`config.mk`:
```
export PLATFORM = sky130hd
export DESIGN_NAME = ubg_uart
export DESIGN_NICKNAME = d
export VERILOG_FILES = /design/src/design/ubg_pkg.sv /design/src/design/ubg_tick_if.sv /design/src/design/ubg_uart.sv /design/src/design/ubg_bit_timer.sv
export SDC_FILE = /design/constraint.sdc
export NUM_CORES = 1
export LEC_CHECK = 0
export ABC_CLOCK_PERIOD_IN_PS = 6170
export BUFFER_PORTS_ARGS = -buffer_cell sky130_fd_sc_hd__buf_4
export CAP_MARGIN = 5
export CORE_UTILIZATION = 35
export CTS_CLUSTER_SIZE = 10
export DETAILED_ROUTE_END_ITERATION = 7
export PLACE_DENSITY = 0.52
export SLEW_MARGIN = 20
export SYNTH_ARGS = -nofsm -noshare
export SYNTH_HDL_FRONTEND = slang
export SYNTH_SLANG_ARGS = --single-unit
```
`constraint.sdc`:
```
create_clock -name clk_sys -period 6.17 [get_ports clk_sys]
set_clock_uncertainty 0.15 [all_clocks]
set_input_delay 0.3085 -clock clk_sys [delete_from_list [all_inputs] [get_ports clk_sys]]
set_output_delay 0.3085 -clock clk_sys [all_outputs]
set_load 0.02 [all_outputs]
```
`src/design/ubg_pkg.sv`:
```
package ubg_pkg;

  // Register addresses
  localparam logic [15:0] MODE_ADDR  = 16'hFFA0;
  localparam logic [15:0] STAT_ADDR  = 16'hFFA1;
  localparam logic [15:0] BAUD_ADDR  = 16'hFFA2;
  localparam logic [15:0] TXD_ADDR   = 16'hFFA4;
  localparam logic [15:0] RXB_ADDR   = 16'hFFA5;

  // Values after reset and write masks
  localparam logic [7:0]  BAUD_RST   = 8'h00;
  localparam logic [7:0]  MODE_RST   = 8'h00;
  localparam logic [2:0]  STAT_RST   = 3'h0;
  localparam logic [7:0]  BAUD_WMASK = 8'h7F;
  localparam logic [7:0]  MODE_WMASK = 8'hFE;

  // Divider field positions
  localparam int          PRE_LSB    = 4;
  localparam int          DIV_LSB    = 0;
  localparam logic [4:0]  BASE_DIV   = 5'h10;

  // Mode field positions
  localparam int          MODE_TXE   = 7;
  localparam int          MODE_RXE   = 6;
  localparam int          PS_LSB     = 4;
  localparam int          MODE_CL    = 3;
  localparam int          MODE_SL    = 2;

  // Status field positions
  localparam int          STAT_PE    = 2;
  localparam int          STAT_FE    = 1;
  localparam int          STAT_OVE   = 0;

  // Frame bit counts
  localparam logic [3:0]  CHAR7      = 4'h7;
  localparam logic [3:0]  CHAR8      = 4'h8;
  localparam logic [3:0]  START_BITS = 4'h1;
  localparam logic [3:0]  STOP_BITS  = 4'h1;

  // Parity kinds
  typedef enum logic [1:0] {
    PAR_NONE = 2'b00,
    PAR_ZERO = 2'b01,
    PAR_ODD  = 2'b10,
    PAR_EVEN = 2'b11
  } ubg_par_t;

  // System clocks per serial bit: 2^(n+1) * (16 + k), n = field + 1
  function automatic int unsigned ubg_bit_cycles(input logic [7:0] c);
    return (32'd2 << ({29'd0, c[PRE_LSB +: 3]} + 32'd1)) * (32'd16 + {28'd0, c[DIV_LSB +: 4]});
  endfunction : ubg_bit_cycles

endpackage : ubg_pkg

```
`src/design/ubg_tick_if.sv`:
```
`timescale 1ns/1ps
interface ubg_tick_if;
  logic       restart;    // Hold timer at phase zero
  logic [7:0] cfg;        // Divider setting
  logic       half_tick;  // Every 5-bit counter wrap
  logic       bit_tick;   // Every second wrap
  modport gen  (input restart, input cfg, output half_tick, output bit_tick);
  modport user (output restart, output cfg, input half_tick, input bit_tick);
endinterface : ubg_tick_if

```
`src/design/ubg_uart.sv`:
```
`timescale 1ns/1ps
// Contract
// RL1 - Divider register byte-wide, zero after reset
// RL2 - Bit clock comes only from system clock
// RL3 - Bits 6:4 pick prescale 2^(field+1)
// RL4 - Bits 3:0 pick counter divide 16+k
// RL5 - Software never writes divisor code 1111
// RL6 - Bit rate is clock / (2^(n+1)(k+16))
// RL7 - Software never rewrites divider mid-transfer
// RL8 - 3AH, 01H give 9600, 115200 at 8MHz
// RL9 - Tolerance set by frame length and divisor
// RL10 - Frame: start, data, parity, stop bits
// RL11 - Mode register sets length, parity, stops
// RL12 - Parity even, odd, zero or none
// RL13 - Seven-bit transmit drops data bit 7
// RL14 - Seven-bit receive clears data bit 7
// RL15 - Receive errors recorded in status register
// RL16 - Parity code 00 none 01 zero 10 odd 11 even
// RL17 - Mode bit 3: 0 seven, 1 eight bits
// RL18 - Two stops on transmit, receiver checks one
// RL19 - Status: parity bit2, framing bit1, overrun bit0
// RL20 - Divider bit 7 reads zero, ignores writes
module ubg_uart import ubg_pkg::*; (
  // Clock and reset
  input  wire logic        clk_sys,
  input  wire logic        resetn,
  // Register access
  input  wire logic [15:0] addr,
  input  wire logic [7:0]  wdata,
  input  wire logic        wr_en,
  input  wire logic        rd_en,
  output logic      [7:0]  rdata,
  // Serial line
  input  wire logic        rxd,
  output logic             txd,
  // Event pulses
  output logic             tx_done,
  output logic             rx_done,
  output logic             rx_error
);

  typedef enum logic [1:0] {TX_IDLE = 2'b01, TX_SEND = 2'b10} ubg_tx_t;
  typedef enum logic [2:0] {RX_IDLE = 3'b001, RX_START = 3'b010, RX_BITS = 3'b100} ubg_rx_t;

  logic [7:0]  baud_q;     // Divider setting
  logic [7:0]  mode_q;     // Serial mode
  logic [2:0]  stat_q;     // Error flags
  logic [7:0]  rxbuf_q;    // Received byte
  logic        rx_full_q;  // Byte not yet read
  logic [7:0]  rdata_q;    // Read data
  ubg_tx_t     tx_st_q;    // Transmit state
  logic [11:0] tx_sh_q;    // Outgoing frame, LSB first
  logic [3:0]  tx_left_q;  // Bits still to send
  ubg_rx_t     rx_st_q;    // Receive state
  logic [2:0]  rx_s_q;     // Pin synchroniser
  logic        rx_lvl_q;   // Filtered line level
  logic [9:0]  rx_sh_q;    // Sampled bits
  logic [3:0]  rx_idx_q;   // Next sample slot
  logic        tx_done_q;  // Transmit end pulse
  logic        rx_done_q;  // Receive end pulse
  logic        rx_err_q;   // Receive error pulse

  ubg_tick_if tx_tk ();
  ubg_tick_if rx_tk ();

  ////////////////////////////////////////////////////////////////////////
  // Access decode
  wire wr_mode  = wr_en && (addr == MODE_ADDR);
  wire wr_baud  = wr_en && (addr == BAUD_ADDR);
  wire wr_txd   = wr_en && (addr == TXD_ADDR);
  wire rd_rxb   = rd_en && (addr == RXB_ADDR);

  // Mode fields
  wire       tx_en    = mode_q[MODE_TXE];
  wire       rx_en    = mode_q[MODE_RXE];
  wire [1:0] par_sel  = mode_q[PS_LSB +: 2];
  wire       char8    = mode_q[MODE_CL];
  wire [3:0] char_len = char8 ? CHAR8 : CHAR7;            // see RL17
  wire [3:0] par_len  = {3'b000, par_sel != PAR_NONE};
  wire [3:0] stop_len = STOP_BITS + {3'b000, mode_q[MODE_SL]};
  wire [3:0] tx_len   = START_BITS + char_len + par_len + stop_len; // see RL11
  wire [3:0] rx_len   = char_len + par_len + STOP_BITS;   // see RL18

  ////////////////////////////////////////////////////////////////////////
  // Frame builder: start, data, parity, stops (idle ones)
  function automatic logic [11:0] tx_frame(input logic [7:0] d, input logic [7:0] m);
    logic [11:0] f;
    logic [7:0]  dv;
    logic [3:0]  p;
    logic        par;
    dv = m[MODE_CL] ? d : {1'b0, d[6:0]};                 // see RL13
    f  = 12'hFFF;
    f[0] = 1'b0;                                          // see RL10
    p  = 4'h1;
    for (int i = 0; i < 8; i++) begin
      if (i < 7 || m[MODE_CL]) begin
        f[p] = dv[i];
        p    = p + 4'h1;
      end
    end
    case (m[PS_LSB +: 2])                                 // see RL12
      PAR_ODD:  par = ~^dv;                               // see RL16
      PAR_EVEN: par = ^dv;
      default:  par = 1'b0;
    endcase
    if (m[PS_LSB +: 2] != PAR_NONE) begin
      f[p] = par;
    end
    return f;
  endfunction : tx_frame

  ////////////////////////////////////////////////////////////////////////
  // Register writes
  always_ff @(posedge clk_sys) begin
    if (!resetn) begin
      baud_q <= BAUD_RST;                                 // see RL1
      mode_q <= MODE_RST;
    end else begin
      if (wr_baud) begin
        baud_q <= wdata & BAUD_WMASK;                     // see RL20
      end
      if (wr_mode) begin
        mode_q <= wdata & MODE_WMASK;
      end
    end
  end

  // Read data, registered; unmapped reads zero
  always_ff @(posedge clk_sys) begin
    if (!resetn) begin
      rdata_q <= 8'h00;
    end else if (rd_en) begin
      case (addr)
        MODE_ADDR: rdata_q <= mode_q;
        STAT_ADDR: rdata_q <= {5'h00, stat_q};            // see RL15
        BAUD_ADDR: rdata_q <= baud_q;
        RXB_ADDR:  rdata_q <= rxbuf_q;
        default:   rdata_q <= 8'h00;
      endcase
    end
  end

  assign rdata = rdata_q;

  ////////////////////////////////////////////////////////////////////////
  // Transmitter; timer held while idle, divider assumed stable
  wire tx_start = wr_txd && tx_en && (tx_st_q == TX_IDLE);

  assign tx_tk.cfg     = baud_q;                          // see RL7
  assign tx_tk.restart = (tx_st_q != TX_SEND);

  ubg_bit_timer u_tx_timer (
    .clk_sys (clk_sys),
    .resetn  (resetn),
    .tk      (tx_tk.gen)
  );

  // Shift frame out one bit per bit tick
  always_ff @(posedge clk_sys) begin
    if (!resetn || !tx_en) begin
      tx_st_q   <= TX_IDLE;
      tx_sh_q   <= 12'hFFF;
      tx_left_q <= 4'h0;
    end else begin
      case (tx_st_q)
        TX_IDLE: begin
          if (tx_start) begin
            tx_sh_q   <= tx_frame(wdata, mode_q);
            tx_left_q <= tx_len;
            tx_st_q   <= TX_SEND;
          end
        end
        TX_SEND: begin
          if (tx_tk.bit_tick) begin
            tx_sh_q   <= {1'b1, tx_sh_q[11:1]};
            tx_left_q <= tx_left_q - 4'h1;
            if (tx_left_q == 4'h1) begin
              tx_st_q <= TX_IDLE;
            end
          end
        end
        default: tx_st_q <= TX_IDLE;
      endcase
    end
  end

  assign txd = tx_sh_q[0];

  ////////////////////////////////////////////////////////////////////////
  // Line input: three stages, level moves when last two agree
  always_ff @(posedge clk_sys) begin
    if (!resetn) begin
      rx_s_q   <= 3'b111;
      rx_lvl_q <= 1'b1;
    end else begin
      rx_s_q <= {rx_s_q[1:0], rxd};
      if (rx_s_q[1] == rx_s_q[2]) begin
        rx_lvl_q <= rx_s_q[2];
      end
    end
  end

  ////////////////////////////////////////////////////////////////////////
  // Receiver: sample start at half bit, then at mid of each bit
  wire       rx_finish = (rx_st_q == RX_BITS) && (rx_idx_q == rx_len);
  wire [7:0] rx_data   = char8 ? rx_sh_q[7:0] : {1'b0, rx_sh_q[6:0]}; // see RL14
  wire       rx_par    = rx_sh_q[char_len];
  wire       rx_stop   = rx_sh_q[char_len + par_len];
  wire       pe_err    = par_sel[1] && ((^rx_data ^ rx_par) == par_sel[0]); // see RL16
  wire       fe_err    = !rx_stop;                        // see RL18
  wire       ove_err   = rx_full_q && !rd_rxb;            // see RL19
  wire       start_ok  = (rx_st_q == RX_START) && rx_tk.half_tick && !rx_lvl_q;

  assign rx_tk.cfg     = baud_q;
  assign rx_tk.restart = (rx_st_q == RX_IDLE) || start_ok; // see RL9

  ubg_bit_timer u_rx_timer (
    .clk_sys (clk_sys),
    .resetn  (resetn),
    .tk      (rx_tk.gen)
  );

  // Receive sequencing; disabling stops at once, clears samples; a frame ending in the first disabled cycle is still buffered
  always_ff @(posedge clk_sys) begin
    if (!resetn || !rx_en) begin
      rx_st_q  <= RX_IDLE;
      rx_idx_q <= 4'h0;
      rx_sh_q  <= 10'h000;
    end else begin
      case (rx_st_q)
        RX_IDLE: begin
          if (!rx_lvl_q) begin
            rx_st_q <= RX_START;
          end
        end
        RX_START: begin
          if (rx_tk.half_tick) begin
            rx_st_q  <= rx_lvl_q ? RX_IDLE : RX_BITS;
            rx_idx_q <= 4'h0;
          end
        end
        RX_BITS: begin
          if (rx_finish) begin
            rx_st_q <= RX_IDLE;
          end else if (rx_tk.bit_tick) begin
            rx_sh_q[rx_idx_q] <= rx_lvl_q;
            rx_idx_q          <= rx_idx_q + 4'h1;
          end
        end
        default: rx_st_q <= RX_IDLE;
      endcase
    end
  end

  // Buffer and status; a finishing frame wins over a buffer read
  always_ff @(posedge clk_sys) begin
    if (!resetn) begin
      rxbuf_q   <= 8'h00;
      rx_full_q <= 1'b0;
      stat_q    <= STAT_RST;
    end else if (rx_finish) begin
      rxbuf_q   <= rx_data;
      rx_full_q <= 1'b1;
      stat_q    <= {pe_err, fe_err, ove_err};             // see RL15
    end else if (rd_rxb) begin
      rx_full_q <= 1'b0;
      stat_q    <= STAT_RST;
    end
  end

  // Event pulses
  always_ff @(posedge clk_sys) begin
    if (!resetn) begin
      tx_done_q <= 1'b0;
      rx_done_q <= 1'b0;
      rx_err_q  <= 1'b0;
    end else begin
      tx_done_q <= (tx_st_q == TX_SEND) && tx_tk.bit_tick && (tx_left_q == 4'h1);
      rx_done_q <= rx_finish;
      rx_err_q  <= rx_finish && (pe_err || fe_err || ove_err);
    end
  end

  assign tx_done  = tx_done_q;
  assign rx_done  = rx_done_q;
  assign rx_error = rx_err_q;

  ////////////////////////////////////////////////////////////////////////
  // Checks
  baud_reset_a: assert property (@(posedge clk_sys) // see RL1
    !resetn |=> baud_q == BAUD_RST)
    else $error("divider not cleared by reset");

  baud_top_zero_a: assert property (@(posedge clk_sys) disable iff (!resetn) // see RL20
    wr_baud |=> baud_q[7] == 1'b0 && baud_q[6:0] == $past(wdata[6:0]))
    else $error("divider write wrong");

  tx_start_bit_a: assert property (@(posedge clk_sys) disable iff (!resetn) // see RL10
    tx_start |=> !txd && tx_left_q == $past(tx_len))
    else $error("frame start wrong");

  tx_seven_a: assert property (@(posedge clk_sys) disable iff (!resetn) // see RL13
    tx_start && !char8 && par_sel == PAR_NONE |=> tx_sh_q[8] == 1'b1)
    else $error("bit 7 sent in seven-bit mode");

  rx_seven_a: assert property (@(posedge clk_sys) disable iff (!resetn) // see RL14
    rx_finish && !char8 |=> rx_done && rxbuf_q[7] == 1'b0)
    else $error("bit 7 not cleared");

  stat_record_a: assert property (@(posedge clk_sys) disable iff (!resetn) // see RL19
    rx_finish |=> stat_q == $past({pe_err, fe_err, ove_err}) && rx_full_q)
    else $error("status not recorded");

  no_par_err_a: assert property (@(posedge clk_sys) disable iff (!resetn) // see RL16
    rx_finish && !par_sel[1] |=> !stat_q[STAT_PE])
    else $error("parity error without checking");

  tx_end_a: assert property (@(posedge clk_sys) disable iff (!resetn) // see RL11
    tx_done |-> txd && tx_st_q == TX_IDLE)
    else $error("transmit end wrong");

endmodule : ubg_uart

```
`src/design/ubg_bit_timer.sv`:
```
`timescale 1ns/1ps
module ubg_bit_timer import ubg_pkg::*; (
  // Clock and reset
  input wire logic clk_sys,
  input wire logic resetn,
  // Timer link
  ubg_tick_if.gen  tk
);

  logic [7:0]  pre_q;    // Power-of-two prescaler
  logic [4:0]  cnt_q;    // 5-bit counter
  logic        phase_q;  // Second half of bit
  logic [15:0] per_q;    // Cycles since last bit tick

  // Prescale top 2^n - 1 and counter top 15 + k
  wire [2:0] pre_sel  = tk.cfg[PRE_LSB +: 3];
  wire [3:0] div_k    = tk.cfg[DIV_LSB +: 4];
  wire [7:0] pre_top  = 8'((9'd2 << pre_sel) - 9'd1);   // see RL3
  wire [4:0] cnt_top  = BASE_DIV - 5'h01 + {1'b0, div_k}; // see RL4
  wire       src_tick = (pre_q == pre_top);
  wire       wrap     = src_tick && (cnt_q == cnt_top);

  assign tk.half_tick = wrap;
  assign tk.bit_tick  = wrap && phase_q;  // see RL6

  ////////////////////////////////////////////////////////////////////////
  // Divider chain, derived from the system clock only
  always_ff @(posedge clk_sys) begin  // see RL2
    if (!resetn || tk.restart) begin
      pre_q   <= 8'h00;
      cnt_q   <= 5'h00;
      phase_q <= 1'b0;
    end else begin
      pre_q <= src_tick ? 8'h00 : pre_q + 8'h01;
      if (src_tick) begin
        cnt_q <= wrap ? 5'h00 : cnt_q + 5'h01;
      end
      if (wrap) begin
        phase_q <= ~phase_q;
      end
    end
  end

  ////////////////////////////////////////////////////////////////////////
  // Period counter for checks
  always_ff @(posedge clk_sys) begin
    if (!resetn || tk.restart || tk.bit_tick) begin
      per_q <= 16'h0001;
    end else begin
      per_q <= per_q + 16'h0001;
    end
  end

  bit_period_a: assert property (@(posedge clk_sys) disable iff (!resetn) // see RL8
    tk.bit_tick && !tk.restart |-> per_q == 16'(ubg_bit_cycles(tk.cfg)))
    else $error("bit period wrong");

  half_first_a: assert property (@(posedge clk_sys) disable iff (!resetn) // see RL9
    tk.half_tick && !phase_q && !tk.restart |->
      2 * per_q == 16'(ubg_bit_cycles(tk.cfg)))
    else $error("half bit point wrong");

endmodule : ubg_bit_timer

```
==> out/qor.txt <==
Status = finished clean
# DRC = 0
Leak pwr = 2.32 nW
Final nets = 708
Final setup vio count = 0
Cells after DPL = 862
Core ar. = 15300 um^2
Die X = 127 um
Post-synth EDFFs = 0
R2R setup slack = 2.88 ns
Worst Hold Class = primary input to flop
RSZ-0062 raised after global routing = false
Critical path type = flop to flop
Syn_nets = 686
Cts bufs inserted = 9
I/O Buffers = 40
Slew Viols, Final = 0
I/O Pins = 41
Share of layout cells above drive strength 1 = 10.5%
Share of power burned in combinational logic = 3.3%
# resized after CTS = 0
Postcts setup bufs = 0
WL/cell = 14.6 um
CTS root buf = clkbuf_16
Required time of the critical path = 6.27 ns
Ant diodes = 0
Critical Path Start Type = flop
Clock transition at path regs = 0.07 ns
Reg power frac = 51.9%
Setup total negative slack = 0 ns
Clk pwr share = 44.8%
Switching Share = 21.7%
CTS tree = done
Hold Buf Count CTS = 1
Largest net degree at the start of global routing = 52
Crit path cell chain = inv_1 > ha_1 > xnor2_1 > xnor2_1 > and4_1 > nand4_1 > o21ai_2 > o21ai_0 > a32o_1
Critical path arrival = 3.39 ns
GR Overflow Total = 0
Slew @ Worst Pin = 1.03 ns
Library cells used by synthesis = 65
Detailed Place HPWL = 9300 um
Final wirelength = 12900 um
Htree depth = 3
Initial Util = 36.0%
Final hold violations = 0
Clock Tree Buf Depth = 2
VDD IR max = 0.000118 V
Area grow syn2layout = 13.3%
Power Dens Cells = 204 nW/um^2
Slew margin rel. = 30.8%
Post-route insts no fill = 879
Synthesis Warnings = 0
Synthesized area = 5490 um^2
Crit end category = flop
All-Layer GR Usage = 16.9%
Post-synthesis register bit count = 102
Clk sink count = 102
Rows = 45
Filler instances = 1516
Max frequency = 304 MHz
Vias in the first global route = 4342
Mapped Avg Cell Area = 8.56 um^2
Critical-path maximum fanout = 24
Multi-input logic area = 3170 um^2
Ys flop type = dfxtp_1
Initial antenna violation count = 0
1st-pass router iterations = 5
Die height = 127 um
Routed via count = 4444
Cells after Synth = 641
Most used cell along the critical path = xnor2_1
Max cap viols = 0
Final Critical Period = 3.29 ns
Asr flop ratio synth = 0%
Internal power = 0.995 mW
Routability Congestion = 0.798
Clock Latency Late Sink = 0.35 ns
Switch Pwr = 0.275 mW
First-pass GRT wire length = 21700 um
Register area share after synthesis = 37.2%
Storage cell area = 2040 um^2
DR vias/cell = 5.06
Worst path max stage delay = 0.77 ns
CP max-delay cell = o21ai_2
Die area = 16200 um^2
DR iter-0 viols = 298
Antenna-violating nets left = 0
Final worst path period share = 53.3%
[kinds of logic after synthesis]
family          Yosys count  share of synthesized area, %
buf+inv                  65                          4.95
compound gates           91                          10.8
simple gates            272                          25.8
xor+xnor                 51                          9.14
fa+ha+maj                16                          3.78
flops                   102                          37.2
mux                      44                          8.34
[per-layer routing]
layer | track usage, % | share of wire [%]
met1 | 21.5 | 48
met2 | 28.4 | 47
met3 | 2.81 | 3.5
met4 | 6.86 | 1.8
met5 | 0 | 0
[through the flow]
stage               setup slack, ns  instance area (um^2)  utilization [%]  hold WS (ns)  power, mW
floorplan                      3.55                  5490                -         0.236      0.694
detailed placement             2.87                  5920             38.8         0.241      0.716
global route                   2.56                  6220             40.7         0.126       1.32
finish                         2.88                  6220             40.7        0.0984       1.27
global placement               3.00                  5920             38.8         0.239      0.715
CTS                            2.86                  6220             40.7        0.0905       1.28
[flip-flops by register name (all words and copies together) (netlist names), 7 cells and up]
register,count
rx_sh_q,10
u_rx_timer.pre_q,8
rxbuf_q,8
mode_q,7
rdata,8
u_tx_timer.pre_q,8
baud_q,7
tx_sh_q,10
[path summary, 6_finish.rpt]
check                         start                         to  cells past startpoint
max          baud_q[0]$_SDFFE_PN0P_  tx_left_q[2]$_SDFFE_PP0P_                      9
min                        wdata[7]     mode_q[7]$_SDFFE_PN0P_                      3
max reg2reg  baud_q[0]$_SDFFE_PN0P_  tx_left_q[2]$_SDFFE_PP0P_                      9
min reg2reg    rx_s_q[0]$_SDFF_PN1_       rx_s_q[1]$_SDFF_PN1_                      1
[cell usage after synthesis (5+ instances only)]
| library cell | instances | area share [%] |
|---|---|---|
| nor2b_1 | 23 | 2.6 |
| o211ai_1 | 5 | 0.68 |
| and3_1 | 11 | 1.3 |
| mux2i_1 | 39 | 7.1 |
| a21boi_0 | 5 | 0.68 |
| xnor2_1 | 32 | 5.1 |
| xor2_1 | 15 | 2.4 |
| clkbuf_1 | 23 | 1.6 |
| and2_1 | 14 | 1.6 |
| ha_1 | 15 | 3.4 |
| nor2_1 | 63 | 4.3 |
| nand3_1 | 26 | 2.4 |
| nor4_1 | 8 | 0.91 |
| a21oi_1 | 18 | 1.6 |
| nand4_1 | 6 | 0.68 |
| o21ai_0 | 23 | 2.1 |
| inv_1 | 34 | 2.3 |
| nor3_1 | 15 | 1.4 |
| nand2_1 | 70 | 4.8 |
| dfxtp_1 | 102 | 37 |
| nand2b_1 | 7 | 0.80 |
| o22ai_1 | 10 | 1.1 |
[placed cells by master, fill, tap and decap left out, types with 5 or more instances in the layout]
cell type	netlist	final
xnor2_1	32	32
o22ai_1	10	10
nor2_1	63	63
nor4_1	8	8
nand2b_1	7	7
nor2b_1	23	23
a21oi_1	18	18
mux2i_1	39	39
and3_1	11	11
o21ai_0	23	23
nand4_1	6	6
nand2_1	70	70
nand3_1	26	26
and2_1	14	14
dfxtp_1	102	102
inv_1	34	34
ha_1	15	15
xor2_1	15	15
buf_4	2	41
clkbuf_16	0	9
a21boi_0	5	5
nor3_1	15	15
o211ai_1	5	5
[area by class of cell]
class	count	area share [%]
Sequential cell	102	32.8
Inverter	34	2.05
Clock inverter	6	1.01
Clock buffer	10	3.68
Timing Repair Buffer	42	5.11
Multi-Input combinational cell	474	51.1
Tap cell	211	4.25
[power groups by stage]
stage | registers [mW] | clock network (mW) | logic [mW]
final | 0.659 | 0.569 | 0.0417
after floorplan | 0.674 | 0 | 0.0197
after global routing | 0.659 | 0.611 | 0.0454
after detailed placement | 0.674 | 0 | 0.0414
after global placement | 0.674 | 0 | 0.0407
after CTS | 0.659 | 0.583 | 0.0420
[critical path, delay by kind of cell, from the launching register on]
family	cells	cell delay, ns
buffers and inverters	1	0.08
AO/OA/AOI/OAI	3	1.28
adder cells (fa/ha/maj)	1	0.23
AND/OR/NAND/NOR	2	0.57
XOR/XNOR	2	0.40
flip-flops	1	0.49
Note: power is estimated with default switching activity, not from simulation.
